[src/common/cache_mode_pkg.sv]
/*
  Constants for the cache-mode policy block: register indexes, field
  positions, reset values and mode codes.
  Assumes a single 100 MHz clock domain and a plain register port.
*/
`default_nettype none
package cache_mode_pkg;
  // register indexes (word addresses on the register port)
  localparam logic [3:0] REG_PRIMARY_CTRL = 4'h0;
  localparam logic [3:0] REG_PAGE_DIR     = 4'h1;
  localparam logic [3:0] REG_FOURTH_CTRL  = 4'h2;
  localparam logic [3:0] REG_MISC_FEATURE = 4'h3;
  localparam logic [3:0] REG_STATUS       = 4'h4;
  localparam logic [3:0] REG_CONFIG       = 4'h5;
  // primary control fields
  localparam int CACHE_OFF_POS     = 30;
  localparam int WT_FORCE_POS      = 29;
  localparam int PAGING_ON_POS     = 31;
  // page directory base fields
  localparam int PD_WT_POS         = 3;
  localparam int PD_UNCACHED_POS   = 4;
  // fourth control field
  localparam int GLOBAL_PAGE_POS   = 7;
  // misc feature field
  localparam int L3_OFF_POS        = 6;
  // config fields: family select and dual-processor strap copy
  localparam int FAMILY_LO_POS     = 0;
  localparam int DUAL_PROC_POS     = 2;
  // status fields
  localparam int STAT_MODE_LO      = 0;
  localparam int STAT_FAULT_POS    = 4;
  localparam int STAT_SNOOP_L1_POS = 5;
  localparam int STAT_PARITY_POS   = 6;
  // family codes
  localparam logic [1:0] FAMILY_NEW    = 2'h0;
  localparam logic [1:0] FAMILY_OLD    = 2'h1;
  localparam logic [1:0] FAMILY_LOWPWR = 2'h2;
  localparam logic [1:0] FAMILY_RESET  = FAMILY_NEW;
  localparam logic [15:0] FAULT_CODE  = 16'h0000;
  // cache modes, one-hot
  typedef enum logic [3:0] {
    MODE_NORMAL   = 4'b0001,
    MODE_NO_FILL  = 4'b0010,
    MODE_NON_COH  = 4'b0100,
    MODE_DISABLED = 4'b1000
  } cache_mode_e;
endpackage
`default_nettype wire

[src/rtl/cache_mode_policy_control.sv]
/*
  Cache operating-mode control: decodes the two global control bits into a
  mode, rejects the invalid combination, and derives per-access policy from
  page and directory attributes. Assumes one clock; snoop, parity and access
  requests are pulses from logic on the same clock, the strap is a pin.
*/
// Our own choices: the placing of the registers and strobed register access.
// Notes on behaviour
// cache-off 0 with write-through-force 1 is rejected with fault, code zero
// no-fill: read hits served, read misses never allocate
// no-fill: write hits update; shared and miss writes go to memory
// no-fill: shared write hit may go exclusive with read-invalidate cycle
// no-fill: coherent, snoops accepted everywhere, invalidation allowed
// while caching is off strict ordering only when ranges off or all uncached
// newer families reset to no-fill, older with both bits set
// both bits set: not coherent, no read replace, write misses to memory
// both bits set: write hits update, exclusive to modified, shared stays
// both bits set: snoops never invalidate; L1 refuses snoops, lower accept
// newer families: both bits select no-fill, force flag ignored when off
// low-power families: cache-off disables caching entirely
// force flag at bit 29; both clear means write-back except where page bits or the write-back pin select write-through
// older parts, L1 off: snoops accepted dual-processor, inhibited otherwise
// inhibited snoops skip parity; accepted snoops flag corrupt address
// page uncached bit works only with paging on and cache-off clear
// page write-through bit works only with paging on and force clear
// directory bits govern only the directory, with paging and caching on
// sticky pages are global only when global-page enable is set
// misc bit 6 disables level three independently
// older parts take external cacheable and write-back pins, drive page pins
// cache-off at bit 30; snoops still answered while set
// normal: read misses may replace, write misses fill
// mode registered on control write, applies to later accesses
// software flushes caches after setting cache-off
`timescale 1ns/10ps
`default_nettype none
module cache_mode_policy_control
  import cache_mode_pkg::*;
(
  // clock and reset
  input  wire  logic        clk,
  input  wire  logic        resetn,
  // register port
  input  wire  logic [3:0]  reg_addr,
  input  wire  logic [31:0] reg_wdata,
  input  wire  logic        reg_write,
  input  wire  logic        reg_read,
  output var   logic [31:0] reg_rdata,
  // straps and external pins
  input  wire  logic        dual_processor_system,
  input  wire  logic        cacheable_enable_pin_n,
  input  wire  logic        writeback_select_pin,
  // access request
  input  wire  logic        acc_valid,
  input  wire  logic        acc_write,
  input  wire  logic        acc_hit,
  input  wire  logic        acc_shared,
  input  wire  logic        acc_dir,
  input  wire  logic        acc_sticky,
  input  wire  logic        page_uncached_bit,
  input  wire  logic        page_write_through_bit,
  input  wire  logic        ranges_enabled,
  // snoop request
  input  wire  logic        snoop_valid,
  input  wire  logic        snoop_parity_ok,
  input  wire  logic        invalidate_op,
  // access decision
  output var   logic        dec_valid,
  output var   logic        dec_cacheable,
  output var   logic        dec_write_through,
  output var   logic        dec_allocate,
  output var   logic        dec_to_memory,
  output var   logic        dec_go_exclusive,
  output var   logic        dec_go_modified,
  output var   logic        dec_read_inval,
  output var   logic        dec_strict_order,
  output var   logic        dec_global,
  output var   logic        dec_l3_enable,
  output var   logic        page_uncached_pin,
  output var   logic        page_write_through_pin,
  // snoop decision and faults
  output var   logic        snoop_l1_accept,
  output var   logic        snoop_low_accept,
  output var   logic        snoop_invalidate,
  output var   logic        addr_parity_error_pin_n,
  output var   logic        protection_fault,
  output var   logic [15:0] fault_code,
  // current mode
  output var   logic [3:0]  cache_mode
);

////////////////////////////////////////////////////////////////////////////////
  logic        rst_meta_n, rst_n;
  logic        dp_meta, dp_sync, ken_meta, ken_sync, wbs_meta, wbs_sync;
  logic [1:0]  family;
  logic        dual_strap, cache_off, wt_force, paging_on;
  logic        pd_uncached, pd_wt, global_page_en, l3_off;
  logic        fault_sticky, parity_sticky;
  cache_mode_e mode, next_mode;
  logic        wr_primary, bad_combo, new_off, new_force;
  logic        l1_snoop_ok, uncached_now, wt_now;

////////////////////////////////////////////////////////////////////////////////
  // reset release and pin synchronisers
  always_ff @(posedge clk or negedge resetn)
  begin
    if (!resetn)
    begin
      rst_meta_n <= 1'b0;
      rst_n      <= 1'b0;
    end
    else
    begin
      rst_meta_n <= 1'b1;
      rst_n      <= rst_meta_n;
    end
  end

  always_ff @(posedge clk or negedge rst_n)
  begin
    if (!rst_n)
    begin
      dp_meta  <= 1'b0;
      dp_sync  <= 1'b0;
      ken_meta <= 1'b1;
      ken_sync <= 1'b1;
      wbs_meta <= 1'b0;
      wbs_sync <= 1'b0;
    end
    else
    begin
      dp_meta  <= dual_processor_system;
      dp_sync  <= dp_meta;
      ken_meta <= cacheable_enable_pin_n;
      ken_sync <= ken_meta;
      wbs_meta <= writeback_select_pin;
      wbs_sync <= wbs_meta;
    end
  end

////////////////////////////////////////////////////////////////////////////////
  // mode decode shared by config and primary-control write paths
  function automatic cache_mode_e decode_mode(input logic [1:0] fam,
                                              input logic off, input logic frc);
    if (!off)
      decode_mode = MODE_NORMAL;
    else if (fam == FAMILY_LOWPWR)
      decode_mode = MODE_DISABLED;
    else if (fam == FAMILY_NEW || !frc)
      decode_mode = MODE_NO_FILL;
    else
      decode_mode = MODE_NON_COH;
  endfunction

  assign wr_primary = reg_write && (reg_addr == REG_PRIMARY_CTRL);
  assign new_off    = reg_wdata[CACHE_OFF_POS];
  assign new_force  = reg_wdata[WT_FORCE_POS];
  assign bad_combo  = wr_primary && !new_off && new_force;

  always_comb
  begin
    next_mode = mode;
    if (wr_primary && !bad_combo)
      next_mode = decode_mode(family, new_off, new_force);
  end

////////////////////////////////////////////////////////////////////////////////
  // control registers; family set by config write, strap copied every cycle after release
  always_ff @(posedge clk or negedge rst_n)
  begin
    if (!rst_n)
    begin
      family         <= FAMILY_RESET;
      dual_strap     <= 1'b0;
      cache_off      <= 1'b1;
      wt_force       <= 1'b0;
      paging_on      <= 1'b0;
      pd_uncached    <= 1'b0;
      pd_wt          <= 1'b0;
      global_page_en <= 1'b0;
      l3_off         <= 1'b0;
      mode           <= MODE_NO_FILL;
    end
    else
    begin
      dual_strap <= dp_sync;
      if (reg_write && reg_addr == REG_CONFIG)
      begin
        family   <= reg_wdata[FAMILY_LO_POS +: 2];
        // older families come up with both bits set
        wt_force <= (reg_wdata[FAMILY_LO_POS +: 2] == FAMILY_OLD);
        mode     <= decode_mode(reg_wdata[FAMILY_LO_POS +: 2], 1'b1,
                      reg_wdata[FAMILY_LO_POS +: 2] == FAMILY_OLD);
        cache_off <= 1'b1;
      end
      else
      begin
        mode <= next_mode;
        if (wr_primary && !bad_combo)
        begin
          cache_off <= new_off;
          wt_force  <= new_force;
          paging_on <= reg_wdata[PAGING_ON_POS];
        end
      end
      if (reg_write && reg_addr == REG_PAGE_DIR)
      begin
        pd_uncached <= reg_wdata[PD_UNCACHED_POS];
        pd_wt       <= reg_wdata[PD_WT_POS];
      end
      if (reg_write && reg_addr == REG_FOURTH_CTRL)
        global_page_en <= reg_wdata[GLOBAL_PAGE_POS];
      if (reg_write && reg_addr == REG_MISC_FEATURE)
        l3_off <= reg_wdata[L3_OFF_POS];
    end
  end

////////////////////////////////////////////////////////////////////////////////
  // fault: pulse plus sticky status, set wins over clear
  always_ff @(posedge clk or negedge rst_n)
  begin
    if (!rst_n)
    begin
      protection_fault <= 1'b0;
      fault_code       <= 16'h0000;
      fault_sticky     <= 1'b0;
    end
    else
    begin
      protection_fault <= bad_combo;
      fault_code       <= FAULT_CODE;
      if (bad_combo)
        fault_sticky <= 1'b1;
      else if (reg_write && reg_addr == REG_STATUS && reg_wdata[STAT_FAULT_POS])
        fault_sticky <= 1'b0;
    end
  end

////////////////////////////////////////////////////////////////////////////////
  // register read, data valid in the cycle after the strobe
  always_ff @(posedge clk or negedge rst_n)
  begin
    if (!rst_n)
      reg_rdata <= 32'h0000_0000;
    else if (reg_read)
    begin
      reg_rdata <= 32'h0000_0000;
      unique case (reg_addr)
        REG_PRIMARY_CTRL:
        begin
          reg_rdata[PAGING_ON_POS] <= paging_on;
          reg_rdata[CACHE_OFF_POS] <= cache_off;
          reg_rdata[WT_FORCE_POS]  <= wt_force;
        end
        REG_PAGE_DIR:
        begin
          reg_rdata[PD_UNCACHED_POS] <= pd_uncached;
          reg_rdata[PD_WT_POS]       <= pd_wt;
        end
        REG_FOURTH_CTRL:  reg_rdata[GLOBAL_PAGE_POS] <= global_page_en;
        REG_MISC_FEATURE: reg_rdata[L3_OFF_POS] <= l3_off;
        REG_STATUS:
        begin
          reg_rdata[STAT_MODE_LO +: 4]  <= mode;
          reg_rdata[STAT_FAULT_POS]     <= fault_sticky;
          reg_rdata[STAT_SNOOP_L1_POS]  <= l1_snoop_ok;
          reg_rdata[STAT_PARITY_POS]    <= parity_sticky;
        end
        REG_CONFIG:
        begin
          reg_rdata[FAMILY_LO_POS +: 2] <= family;
          reg_rdata[DUAL_PROC_POS]      <= dual_strap;
        end
        default:          reg_rdata <= 32'h0000_0000;
      endcase
    end
    else
      reg_rdata <= 32'h0000_0000;
  end

////////////////////////////////////////////////////////////////////////////////
  // per-access policy
  // older parts: L1 off in non-coherent mode snoops only in dual-processor
  assign l1_snoop_ok = (mode != MODE_NON_COH) ||
                       (family == FAMILY_OLD && dual_strap);
  // page and directory bits only count with paging on; uncached needs cache-off clear, write-through needs force clear (directory: both)
  assign uncached_now = paging_on && !cache_off &&
                        (acc_dir ? pd_uncached : page_uncached_bit);
  assign wt_now = paging_on && !wt_force &&
                  (acc_dir ? (pd_wt && !cache_off) : page_write_through_bit);

  always_ff @(posedge clk or negedge rst_n)
  begin
    if (!rst_n)
    begin
      dec_valid         <= 1'b0;
      dec_cacheable     <= 1'b0;
      dec_write_through <= 1'b0;
      dec_allocate      <= 1'b0;
      dec_to_memory     <= 1'b0;
      dec_go_exclusive  <= 1'b0;
      dec_go_modified   <= 1'b0;
      dec_read_inval    <= 1'b0;
      dec_strict_order  <= 1'b0;
      dec_global        <= 1'b0;
      dec_l3_enable     <= 1'b0;
      page_uncached_pin      <= 1'b0;
      page_write_through_pin <= 1'b0;
    end
    else
    begin
      dec_valid <= acc_valid;
      // older parts: external pins also gate cacheability and write policy
      dec_cacheable <= acc_valid && mode != MODE_DISABLED && !uncached_now &&
                       !(family == FAMILY_OLD && ken_sync);
      dec_write_through <= acc_valid && (wt_now ||
                           (family == FAMILY_OLD && !wbs_sync));
      dec_allocate <= acc_valid && !acc_hit && mode == MODE_NORMAL &&
                      !uncached_now;
      dec_to_memory <= acc_valid && acc_write &&
                       (!acc_hit || acc_shared || mode == MODE_DISABLED ||
                        wt_now);
      dec_go_exclusive <= acc_valid && acc_write && acc_hit && acc_shared &&
                          mode == MODE_NO_FILL && ranges_enabled;
      dec_read_inval <= acc_valid && acc_write && acc_hit && acc_shared &&
                        mode == MODE_NO_FILL && ranges_enabled;
      dec_go_modified <= acc_valid && acc_write && acc_hit && !acc_shared &&
                         mode != MODE_DISABLED;
      dec_strict_order <= acc_valid && cache_off &&
                          (!ranges_enabled || uncached_now ||
                           mode == MODE_DISABLED);
      dec_global    <= acc_valid && acc_sticky && global_page_en;
      dec_l3_enable <= acc_valid && !l3_off && mode != MODE_DISABLED;
      // page pins let an external cache follow the page policy
      page_uncached_pin      <= acc_valid && uncached_now;
      page_write_through_pin <= acc_valid && wt_now;
    end
  end

////////////////////////////////////////////////////////////////////////////////
  // snoop handling; snoops answered even with cache-off set
  always_ff @(posedge clk or negedge rst_n)
  begin
    if (!rst_n)
    begin
      snoop_l1_accept         <= 1'b0;
      snoop_low_accept        <= 1'b0;
      snoop_invalidate        <= 1'b0;
      addr_parity_error_pin_n <= 1'b1;
      parity_sticky           <= 1'b0;
      cache_mode              <= MODE_NO_FILL;
    end
    else
    begin
      cache_mode       <= mode;
      snoop_l1_accept  <= snoop_valid && l1_snoop_ok;
      snoop_low_accept <= snoop_valid && mode != MODE_DISABLED;
      snoop_invalidate <= invalidate_op ||
                          (snoop_valid && mode != MODE_NON_COH);
      addr_parity_error_pin_n <= !(snoop_valid && l1_snoop_ok &&
                                   !snoop_parity_ok);
      if (snoop_valid && l1_snoop_ok && !snoop_parity_ok)
        parity_sticky <= 1'b1;
      else if (reg_write && reg_addr == REG_STATUS && reg_wdata[STAT_PARITY_POS])
        parity_sticky <= 1'b0;
    end
  end

////////////////////////////////////////////////////////////////////////////////
  AST_FAULT_ON_BAD: assert property (@(posedge clk) disable iff (!rst_n)
    bad_combo |=> protection_fault && fault_code == 16'h0000 && $stable(cache_off))
    else $error("invalid combination not faulted");
  AST_NOFILL_NO_ALLOC: assert property (@(posedge clk) disable iff (!rst_n)
    (acc_valid && !acc_hit && mode == MODE_NO_FILL) |=> !dec_allocate)
    else $error("no-fill miss allocated");
  AST_NOFILL_MISS_MEM: assert property (@(posedge clk) disable iff (!rst_n)
    (acc_valid && acc_write && !acc_hit) |=> dec_to_memory)
    else $error("write miss kept from memory");
  AST_RFI_PAIR: assert property (@(posedge clk) disable iff (!rst_n)
    dec_go_exclusive |-> dec_read_inval && dec_to_memory && $past(mode) == MODE_NO_FILL)
    else $error("exclusive upgrade without read-invalidate");
  AST_NONCOH_SNOOP: assert property (@(posedge clk) disable iff (!rst_n)
    (snoop_valid && !invalidate_op && mode == MODE_NON_COH) |=> !snoop_invalidate)
    else $error("snoop invalidated in non-coherent mode");
  AST_PARITY_INHIBIT: assert property (@(posedge clk) disable iff (!rst_n)
    (snoop_valid && !l1_snoop_ok) |=> addr_parity_error_pin_n)
    else $error("parity flagged with snoops inhibited");
  AST_GLOBAL_GATE: assert property (@(posedge clk) disable iff (!rst_n)
    dec_global |-> $past(global_page_en))
    else $error("global page without enable");
  AST_MODE_APPLY: assert property (@(posedge clk) disable iff (!rst_n)
    (wr_primary && !bad_combo && !new_off) |=> mode == MODE_NORMAL ##1
    cache_mode == MODE_NORMAL)
    else $error("mode not applied after write");
  COV_FAULT:  cover property (@(posedge clk) disable iff (!rst_n) protection_fault);
  COV_NONCOH: cover property (@(posedge clk) disable iff (!rst_n) mode == MODE_NON_COH);
  COV_RFI:    cover property (@(posedge clk) disable iff (!rst_n) dec_read_inval);
endmodule
`default_nettype wire

[config.mk]
export PLATFORM = sky130hd
export DESIGN_NAME = cache_mode_policy_control
export DESIGN_NICKNAME = d
export VERILOG_FILES = /design/src/common/cache_mode_pkg.sv /design/src/rtl/cache_mode_policy_control.sv
export SDC_FILE = /design/constraint.sdc
export NUM_CORES = 1
export LEC_CHECK = 0
export ABC_AREA = 1
export BUFFER_PORTS_ARGS = -buffer_cell sky130_fd_sc_hd__buf_2
export CORE_MARGIN = 1
export CORE_UTILIZATION = 43
export CTS_BUF_LIST = sky130_fd_sc_hd__clkbuf_8
export DETAILED_ROUTE_END_ITERATION = 10
export GPL_TIMING_DRIVEN = 0
export PLACE_DENSITY_LB_ADDON = 0.05
export SLEW_MARGIN = 20
export SYNTH_ARGS = -nofsm -noshare
export SYNTH_HDL_FRONTEND = slang
export SYNTH_SLANG_ARGS = --single-unit
[constraint.sdc]
create_clock -name clk -period 1.6 [get_ports clk]
set_input_delay 0.48 -clock clk [delete_from_list [all_inputs] [get_ports clk]]
set_output_delay 0.48 -clock clk [all_outputs]
set_load 0.01 [all_outputs]
==> flow_metrics.py, run 1 <==
metrics = {
    "worst_setup_path": {
        "arrival_ns": 0.95,
        "cpPeakStageDelay_ns": 0.53,
        "r2r_start": "mode[0]",
        "critPathBufInv": 1,
        "critPathKind": "reg2out",
        "reg2reg_slack_ns": 0.33,
        "cp-startpoint": "cache_mode[1]",
        "crit_path_top_delay_cell": "dfstp_2",
        "path_delay_family": "flip-flops",
        "crit_required_ns": 1.12,
        "timing.rr.end": "parity_sticky",
        "cp-start-kind": "register",
        "end_kind": "output pin",
        "crit_chain": "buf_2",
        "cp_max_fo": 1,
        "reg2reg_depth": 6,
    },
    "placement": {
        "port_buffers": 63,
        "hpwl_um": 3800,
        "place_inst": 441,
        "gp_congestion": 0.789,
        "place_worst_setup_slack_ns": 0.0940,
    },
    "timing": {
        "fmax_ghz": 0.697,
        "setup_viol": 0,
        "rsz0062_at_grt": "no",
        "drv_slew": 0,
        "finalCritPeriodShare_pct": 89.6,
        "slew_headroom_pct": 54.2,
        "skew_ns": 0.00648,
        "finalSetupTns_ns": 0,
        "final_hold_viol_count": 0,
        "fin_ws_ns": 0.166,
        "worst_pin_slew_ns": 0.687,
        "period_minus_slack_ns": 1.43,
    },
    "floorplan": {
        "coreArea_mm2": 0.00557,
        "fp.dieW_um": 78.6,
        "fp.dieH_um": 78.6,
        "num_rows": 27,
        "io_pins": 125,
        "start_util_pct": 45.2,
        "dieArea_mm2": 0.00617,
    },
    "logic_synthesis": {
        "syn-cell-area_mm2": 0.00252,
        "postSynthCellCount": 270,
        "ys_ff_latch": 56,
        "yosys.cell_types.count": 31,
        "syn_avg_cell_area_um2": 9.34,
        "seq_area_frac_synth_pct": 55.9,
        "yosys_warnings": 0,
    },
    "cells_and_area": {
        "drive_above_1_share_pct": 34.1,
        "final_cell_count_no_fill": 450,
        "layout_common_cells": "buf_2, nand2_1, dfrtp_1",
        "syn_to_final_growth_pct": 27.2,
        "nNetsFinal": 434,
        "final_common_cell": "buf_2",
        "utilization_pct": 57.6,
        "num_antenna_cells": 0,
    },
    "clock_tree": {
        "cts_buffers": 5,
        "clk_pin_slew_worst_paths_ns": 0.09,
        "cts_root_buf": "clkbuf_8",
        "htreeDepth": 2,
        "post_cts_buffers": 0,
        "cts.path.max_buffers": 2,
        "cts.sinks": 56,
        "clock_latency_ns": 0.31,
        "cts_tree": "yes",
        "ctsResizeCount": 0,
    },
    "power": {
        "p_sw_share_pct": 26.2,
        "p_comb_share_pct": 15.4,
        "power.leakage_nw": 1.84,
        "p_clk_share_pct": 32.8,
        "total_power_mw": 3.25,
        "p_per_area_mw_per_mm2": 1010,
        "p_switching_uw": 850,
        "internal_power_mw": 2.40,
        "pwr-share-seq_pct": 51.9,
        "peakVddDrop_uv": 448,
    },
    "global_routing": {
        "grt_max_degree": 55,
        "track_usage_pct": 17.2,
        "grt_pass1_vias": 1777,
        "antenna_found_initial": 0,
        "grt_pass1_wl_um": 8050,
        "grt_remaining_overflow": 0,
    },
    "drt": {
        "first_pass_iters": 4,
        "via_per_inst": 4.30,
        "drc": 0,
        "drt_wl_total_um": 4950,
        "ant_nets": 0,
        "wl_per_cell_um": 11.0,
        "drt_iter0_drc": 101,
        "dr_total_vias": 1936,
    },
    "hold_path": {
        "hp-class": "in2reg",
        "min_from": "cacheable_enable_pin_n",
        "holdPathStages": 1,
        "holdPathEnd": "ken_meta",
    },
    "outcome": {
        "status": "finished clean",
    },
    "run": {
        "max-cap-violations": 0,
    },
}
-- cell families after synthesis --
| logic type | synth area share [%] |
|---|---|
| AND/OR/NAND/NOR | 22.6 |
| flip-flops | 55.9 |
| other | 0.298 |
| buffers and inverters | 16.1 |
| adder cells (fa/ha/maj) | 0.992 |
| AO/OA/AOI/OAI | 4.12 |
-- state kept, by name, indices dropped and copies added, names as in the netlist, 2 cells and up --
name / count
family: 2
reg_rdata: 11
mode: 4
cache_mode: 4
-- how the worst max path moves through the flow --
stage | to | slack, ns | cells after the start
finish | cache_mode[1] | 0.17 | 1
global route | addr_parity_error_pin_n | 0.12 | 1
CTS | cache_mode[1] | 0.15 | 1
detailed placement | reg_rdata[4] | 0.09 | 3
global placement | reg_rdata[4] | 0.11 | 3
floorplan | mode[2] | 0.42 | 6
-- power groups by stage --
stage | clock, mW | combinational [mW] | sequential [mW]
finish | 1.06 | 0.499 | 1.69
global route | 1.15 | 0.565 | 1.71
CTS | 1.09 | 0.500 | 1.69
detailed placement | 0 | 0.497 | 1.72
global placement | 0 | 0.488 | 1.72
floorplan | 0 | 0.322 | 1.70
-- metal layers --
| metal | vias up | global-route usage [%] | part of all wire, % |
|---|---|---|---|
| met5 | - | 0 | 0 |
| met4 | 0 | 5.93 | 1.4 |
| met3 | 6 | 3.49 | 6.5 |
| met2 | 68 | 29.7 | 49 |
| met1 | 879 | 21.2 | 43 |
| li1 | 983 | - | - |
-- final cells by class --
| cell class | instances | area (µm²) |
|---|---|---|
| Fill cell | 526 | 2370 |
| Sequential cell | 56 | 1410 |
| Multi-Input combinational cell | 182 | 841 |
| Timing Repair Buffer | 64 | 325 |
| Buffer | 41 | 305 |
| Inverter | 27 | 101 |
| Tap cell | 72 | 90.1 |
| Clock buffer | 5 | 68.8 |
| Clock inverter | 3 | 63.8 |
-- Yosys cell counts --
| library cell | instances | area share, % |
|---|---|---|
| buf_4 | 38 | 11 |
| dfstp_2 | 6 | 6.3 |
| nor4_1 | 1 | 0.25 |
| nand3_1 | 21 | 4.2 |
| o21bai_1 | 1 | 0.30 |
| a31oi_1 | 1 | 0.25 |
| ha_1 | 2 | 0.99 |
| o21ai_1 | 2 | 0.40 |
| dfrtp_1 | 50 | 50 |
| nand3_2 | 2 | 0.79 |
| nor3_1 | 7 | 1.4 |
| buf_2 | 1 | 0.20 |
| o21ai_2 | 2 | 0.69 |
| conb_1 | 2 | 0.30 |
| nor2_2 | 4 | 0.99 |
| inv_1 | 26 | 3.9 |
| nand4_4 | 1 | 0.84 |
| nand3b_1 | 2 | 0.60 |
| a21oi_1 | 2 | 0.40 |
| nand2_2 | 1 | 0.25 |
| o21ai_0 | 9 | 1.8 |
| and3_1 | 1 | 0.25 |
| nor3b_1 | 1 | 0.30 |
| clkbuf_1 | 1 | 0.15 |
| nor2_1 | 25 | 3.7 |
| nor2_4 | 1 | 0.45 |
| buf_6 | 1 | 0.45 |
| nand2_1 | 56 | 8.3 |
| inv_2 | 1 | 0.15 |
| o211ai_1 | 1 | 0.30 |
| nand4_1 | 1 | 0.25 |
-- metrics by stage --
| stage | area, µm² | hold slack (ns) |
|---|---|---|
| floorplan | 2660 | 0.184 |
| global placement | 3060 | 0.265 |
| detailed placement | 3070 | 0.267 |
| CTS | 3210 | 0.256 |
| global route | 3210 | 0.250 |
| finish | 3210 | 0.263 |
-- timing repair --
item                                    4_1_cts  5_1_grt
endpoints found under the setup margin        0        0
hold buffers                                  1        0
hold endpoints to repair                      2        0
Power figures use the tool's default switching activity.
==> inputs of run 2 (changes only) <==
--- a/config.mk
+++ b/config.mk
@@ -5,14 +5,15 @@
 export SDC_FILE = /design/constraint.sdc
 export NUM_CORES = 1
 export LEC_CHECK = 0
-export ABC_AREA = 1
+export ABC_AREA = 0
 export BUFFER_PORTS_ARGS = -buffer_cell sky130_fd_sc_hd__buf_2
 export CORE_MARGIN = 1
 export CORE_UTILIZATION = 43
 export CTS_BUF_LIST = sky130_fd_sc_hd__clkbuf_8
+export CTS_CLUSTER_SIZE = 14
 export DETAILED_ROUTE_END_ITERATION = 10
 export GPL_TIMING_DRIVEN = 0
-export PLACE_DENSITY_LB_ADDON = 0.05
+export PLACE_DENSITY = 0.8
 export SLEW_MARGIN = 20
 export SYNTH_ARGS = -nofsm -noshare
 export SYNTH_HDL_FRONTEND = slang
==> run 2 against run 1 <==
Compared with the run above:
- register-to-register slack worse by 0.27 ns
- global-route usage down 0.41 points
- area after synthesis about the same
- hold slack better by 0.0035 ns
- critical path type is now reg2reg
- largest power group unchanged
- highest routed layer unchanged
==> flow_metrics.py, run 2 <==
metrics = {
    "global_routing": {
        "track_usage_pct": 16.8,
        "antenna_found_initial": 0,
        "grt_remaining_overflow": 0,
        "grt_pass1_vias": 1754,
        "grt_pass1_wl_um": 7980,
        "grt_max_degree": 55,
    },
    "timing": {
        "final_hold_viol_count": 0,
        "period_minus_slack_ns": 1.54,
        "fin_ws_ns": 0.0584,
        "fmax_ghz": 0.649,
        "worst_pin_slew_ns": 0.669,
        "slew_headroom_pct": 55.4,
        "setup_viol": 0,
        "drv_slew": 0,
        "finalCritPeriodShare_pct": 96.3,
        "skew_ns": 0.00681,
        "rsz0062_at_grt": "no",
    },
    "drt": {
        "ant_nets": 0,
        "first_pass_iters": 4,
        "dr_total_vias": 1874,
        "drt_wl_total_um": 4940,
        "drt_iter0_drc": 104,
        "drc": 0,
        "wl_per_cell_um": 12.3,
        "via_per_inst": 4.65,
    },
    "logic_synthesis": {
        "synth-edff-count": 0,
        "synth_most_common_cell": "dfrtp_1",
        "yosys.cell_types.count": 44,
        "async_reset_ff_share_pct": 100,
        "yosys-top-cells-count": "dfrtp_1, buf_4, nand3_1",
        "yosys_warnings": 0,
        "postSynthCellCount": 224,
        "ys_ff_latch": 56,
        "syn-cell-area_mm2": 0.00252,
        "synth_top_cell_by_area": "dfrtp_1",
        "synthTopCellsByArea": "dfrtp_1, buf_4, dfstp_2",
        "syn_avg_cell_area_um2": 11.2,
        "seq_area_frac_synth_pct": 55.9,
        "netlist.area_leader.share_pct": 49.7,
        "ys.flop_type": "dfrtp_1",
    },
    "placement": {
        "place_inst": 393,
        "hpwl_um": 3810,
        "gp_congestion": 0.801,
        "port_buffers": 61,
        "place_worst_setup_slack_ns": -0.237,
    },
    "cells_and_area": {
        "final_common_cell": "buf_2",
        "nNetsFinal": 387,
        "num_antenna_cells": 0,
        "regMostFlops": "reg_rdata",
        "fillers": 482,
        "drive_above_1_share_pct": 38.7,
        "largestRegisters": "reg_rdata x11, cache_mode x4, mode x4",
        "layout_common_cells": "buf_2, dfrtp_1, buf_4",
        "utilization_pct": 57.4,
        "multiInputGateArea_um2": 918,
        "syn_to_final_growth_pct": 27.0,
        "final_cell_count_no_fill": 403,
        "ff_latch_area_mm2": 0.00142,
        "largest_reg_flops": 11,
    },
    "hold_path": {
        "min_from": "cacheable_enable_pin_n",
        "hp-class": "in2reg",
        "holdPathStages": 1,
        "holdPathEnd": "ken_meta",
    },
    "worst_setup_path": {
        "cp-start-kind": "register",
        "timing.rr.end": "parity_sticky",
        "cp-startpoint": "mode[0]",
        "crit_required_ns": 1.80,
        "critPathKind": "reg2reg",
        "reg2reg_slack_ns": 0.06,
        "arrival_ns": 1.74,
        "cp_max_fo": 8,
        "reg2reg_depth": 3,
        "end_kind": "register",
        "r2r_start": "mode[0]",
    },
    "power": {
        "p_per_area_mw_per_mm2": 991,
        "peakVddDrop_uv": 502,
        "p_switching_uw": 843,
        "internal_power_mw": 2.33,
        "pwr-share-seq_pct": 54.9,
        "total_power_mw": 3.17,
        "power.leakage_nw": 1.66,
        "p_clk_share_pct": 27.9,
        "p_comb_share_pct": 17.2,
        "p_sw_share_pct": 26.6,
    },
    "clock_tree": {
        "clock_latency_ns": 0.31,
        "cts_tree": "yes",
        "cts_root_buf": "clkbuf_8",
        "htreeDepth": 2,
        "cts.sinks": 56,
        "cts.path.max_buffers": 2,
        "clk_pin_slew_worst_paths_ns": 0.09,
        "cts_buffers": 5,
    },
    "outcome": {
        "status": "finished clean",
    },
    "floorplan": {
        "coreArea_mm2": 0.00557,
        "fp.dieW_um": 78.6,
        "num_rows": 27,
        "io_pins": 125,
        "fp.dieH_um": 78.6,
        "start_util_pct": 45.2,
        "dieArea_mm2": 0.00617,
    },
    "run": {
        "max-cap-violations": 0,
    },
}
[run 2: cells by family after synthesis]
logic type                 Yosys count  share of synthesized area (%)
and+or+nand+nor                     76                           17.3
buffers and inverters               49                           13.4
DFF                                 56                           55.9
adders and majority gates            2                          0.993
AOI/OAI and AO/OA                   29                           7.89
other                                2                          0.298
muxes                               10                           4.22
[run 2: layer usage]
layer | vias to the layer above | GRT usage [%] | routed length [µm]
li1 | 911 | - | -
met1 | 858 | 20.6 | 1970
met2 | 100 | 28.0 | 2400
met3 | 5 | 5.00 | 505
met4 | 0 | 5.56 | 66
met5 | - | 0 | 0
[run 2: worst max path at each step]
stage / end / slack, ns / depth (start not counted)
global route: mode[2] / 0.002 / 4
global placement: paging_on / -0.21 / 5
finish: parity_sticky / 0.06 / 3
detailed placement: pd_uncached / -0.24 / 5
floorplan: pd_uncached / -0.11 / 5
CTS: parity_sticky / 0.004 / 3
[run 2: cell type report]
| cell class | count | share of cell area [%] |
|---|---|---|
| Buffer | 45 | 10.3 |
| Clock buffer | 5 | 2.15 |
| Clock inverter | 3 | 1.21 |
| Inverter | 4 | 0.469 |
| Multi-Input combinational cell | 155 | 28.7 |
| Sequential cell | 56 | 44.2 |
| Tap cell | 72 | 2.82 |
| Timing Repair Buffer | 63 | 10.1 |
[run 2: stage by stage]
step / hold slack, ns / cell area [µm²] / TNS (ns)
6_report: 0.267 / 3200 / 0
5_1_grt: 0.258 / 3200 / 0
4_1_cts: 0.261 / 3190 / 0
3_5_place_dp: 0.267 / 3070 / -2.05
3_3_place_gp: 0.266 / 3070 / -1.72
2_1_floorplan: 0.184 / 2670 / -0.442
[run 2: worst max-delay path, stage by stage (launching register included)]
cell and delay [ns]:
dfrtp_2 0.47, or4b_4 0.55, a21o_1 0.20, a32o_1 0.22
[run 2: power by group through the flow]
stage	Clock (mW)	Sequential, mW	Combinational (mW)
floorplan	0	1.75	0.349
global placement	0	1.76	0.524
detailed placement	0	1.77	0.538
CTS	0.909	1.74	0.542
global route	0.956	1.77	0.606
finish	0.884	1.74	0.547
[run 2: timing repair]
| action | in CTS | in global routing |
|---|---|---|
| endpoints found under the hold margin | 2 | 0 |
| gates resized for setup | 0 | 2 |
| hold buffers | 1 | 0 |
| endpoints found under the setup margin | 0 | 1 |
| buffers inserted | 0 | 1 |
==> inputs of run 3 (changes only) <==
--- a/config.mk
+++ b/config.mk
@@ -8,13 +8,14 @@
 export ABC_AREA = 0
 export BUFFER_PORTS_ARGS = -buffer_cell sky130_fd_sc_hd__buf_2
 export CORE_MARGIN = 1
-export CORE_UTILIZATION = 43
+export CORE_UTILIZATION = 30
 export CTS_BUF_LIST = sky130_fd_sc_hd__clkbuf_8
 export CTS_CLUSTER_SIZE = 14
 export DETAILED_ROUTE_END_ITERATION = 10
 export GPL_TIMING_DRIVEN = 0
-export PLACE_DENSITY = 0.8
+export PLACE_DENSITY = 0.59
 export SLEW_MARGIN = 20
 export SYNTH_ARGS = -nofsm -noshare
 export SYNTH_HDL_FRONTEND = slang
 export SYNTH_SLANG_ARGS = --single-unit
+export TNS_END_PERCENT = 30
==> run 3 against run 2 <==
Compared with the run above:
- first-iteration DRC count is 37% lower
- fmax is 3.1% higher
- largest cell class unchanged
- core utilization is 18 points lower
- sequential share of layout area is 0.53 points lower
- critical endpoint unchanged
- hold slack hardly changed
- register-to-register slack better by 0.05 ns
- cell area is 1.3% higher
- highest routed layer unchanged
==> flow_metrics.py, run 3 (synthesis results as in run 2) <==
metrics = {
    "cells_and_area": {
        "layout_common_cells": "buf_2, dfrtp_1, buf_4",
        "largestRegisters": "reg_rdata x11, cache_mode x4, mode x4",
        "largest_reg_flops": 11,
        "num_antenna_cells": 0,
        "drive_above_1_share_pct": 39.9,
        "fillers": 832,
        "syn_to_final_growth_pct": 28.6,
        "nNetsFinal": 389,
        "regMostFlops": "reg_rdata",
        "final_common_cell": "buf_2",
        "fin_area_mm2": 0.00324,
    },
    "drt": {
        "dr_total_vias": 1890,
        "via_per_inst": 4.32,
        "drt_iter0_drc": 66,
        "drt_wl_total_um": 5390,
        "ant_nets": 0,
        "first_pass_iters": 5,
        "wl_per_cell_um": 12.3,
        "drc": 0,
    },
    "floorplan": {
        "dieArea_mm2": 0.00877,
        "io_pins": 125,
        "fp.dieW_um": 93.7,
        "fp.dieH_um": 93.7,
        "start_util_pct": 30.8,
        "num_rows": 33,
        "coreArea_mm2": 0.00818,
    },
    "global_routing": {
        "grt_max_degree": 55,
        "track_usage_pct": 12.9,
        "grt_pass1_vias": 1801,
        "grt_remaining_overflow": 0,
        "antenna_found_initial": 0,
        "grt_pass1_wl_um": 8670,
    },
    "timing": {
        "finalSetupTns_ns": 0,
        "period_minus_slack_ns": 1.49,
        "finalCritPeriodShare_pct": 93.4,
        "fmax_ghz": 0.669,
        "drv_slew": 0,
        "worst_pin_slew_ns": 0.676,
        "slew_headroom_pct": 54.9,
        "setup_viol": 0,
        "rsz0062_at_grt": "no",
        "skew_ns": 0.00669,
        "final_hold_viol_count": 0,
    },
    "clock_tree": {
        "cts_tree": "yes",
        "cts_buffers": 5,
        "clk_pin_slew_worst_paths_ns": 0.09,
        "htreeDepth": 2,
        "cts.sinks": 56,
        "cts.path.max_buffers": 2,
        "cts_root_buf": "clkbuf_8",
        "clock_latency_ns": 0.30,
    },
    "power": {
        "p_per_area_mw_per_mm2": 938,
        "total_power_mw": 3.04,
        "power.leakage_nw": 1.67,
        "peakVddDrop_uv": 395,
    },
    "worst_setup_path": {
        "r2r_start": "mode[0]",
        "cp_max_fo": 4,
        "critPathKind": "reg2reg",
        "reg2reg_slack_ns": 0.11,
        "timing.rr.end": "parity_sticky",
        "crit_path_top_delay_cell": "or4b_4",
        "reg2reg_depth": 3,
        "crit_chain": "or4b_4 > a21o_1 > a32o_1",
        "crit_required_ns": 1.80,
        "arrival_ns": 1.69,
        "end_kind": "register",
        "critPathBufInv": 0,
        "cpPeakStageDelay_ns": 0.52,
        "path_delay_family": "simple AND/OR/NAND/NOR gates",
        "cp-start-kind": "register",
    },
    "outcome": {
        "status": "finished clean",
    },
    "placement": {
        "gp_congestion": 0.771,
        "hpwl_um": 4140,
        "dpl_cell_area_mm2": 0.00311,
        "port_buffers": 61,
    },
    "hold_path": {
        "hp-class": "in2reg",
        "holdPathStages": 1,
        "min_from": "cacheable_enable_pin_n",
        "holdPathEnd": "ken_meta",
    },
    "run": {
        "max-cap-violations": 0,
    },
}
-- run 3: changes by cell type in the layout (fill, tap and decap cells not counted) --
cell / delta
nor2_2: +1
dfrtp_2: +1
bufinv_16: -1
dfrtp_1: -1
nand2_2: +1
nand2_1: -1
or4b_2: -1
nor2_1: -1
clkbuf_2: +1
or4b_4: +1
clkbuf_1: -1
buf_4: +2
inv_1: +1
-- run 3: metal layers --
layer,global-route usage [%],vias up,part of all wire [%]
met5,0,-,0
met4,3.46,0,1.1
met3,3.40,7,9.4
met2,22.7,98,47
met1,15.5,872,43
li1,-,913,-
-- run 3: metrics by stage --
step	utilization, %	setup slack [ns]	std cells	hold WS (ns)
floorplan	-	-0.106	260	0.184
global placement	38.0	-0.241	426	0.266
detailed placement	38.0	-0.253	426	0.272
CTS	39.5	0.0164	438	0.260
global route	39.6	0.0278	438	0.247
finish	39.6	0.105	438	0.267
-- run 3: cell type report --
class	instances	area [µm²]	share of cell area, %
flip-flops and latches	56	1420	43.7
multi-input cells	155	927	28.6
repair buffers	65	338	10.4
plain buffers	45	332	10.2
well taps	105	131	4.05
clock buffers	5	68.8	2.12
inverters	4	15.0	0.463
clock inverters	3	12.5	0.386
-- run 3: report_power, final --
group | switching (mW) | total, mW | leakage, nW | internal, mW
logic | 0.302 | 0.607 | 0.925 | 0.305
clock network | 0.426 | 0.722 | 0.0505 | 0.296
registers | 0.123 | 1.71 | 0.693 | 1.59
-- run 3: how the worst max path moves through the flow --
stage	end	cells past startpoint	from	slack, ns
after global placement	paging_on	5	reg_addr[1]	-0.24
after global routing	mode[2]	5	reg_addr[1]	0.03
after CTS	dec_cacheable	4	mode[1]	0.02
final	parity_sticky	3	mode[0]	0.11
after floorplan	pd_uncached	5	reg_addr[3]	-0.11
after detailed placement	pd_wt	5	reg_addr[1]	-0.25
-- run 3: what timing repair did --
item / CTS / global route
hold endpoints to repair: 2 / 0
setup endpoints to repair: 3 / 5
cloned: 0 / 0
hold buffers: 1 / 0
buffers inserted: 3 / 0
gates resized for setup: 4 / 5
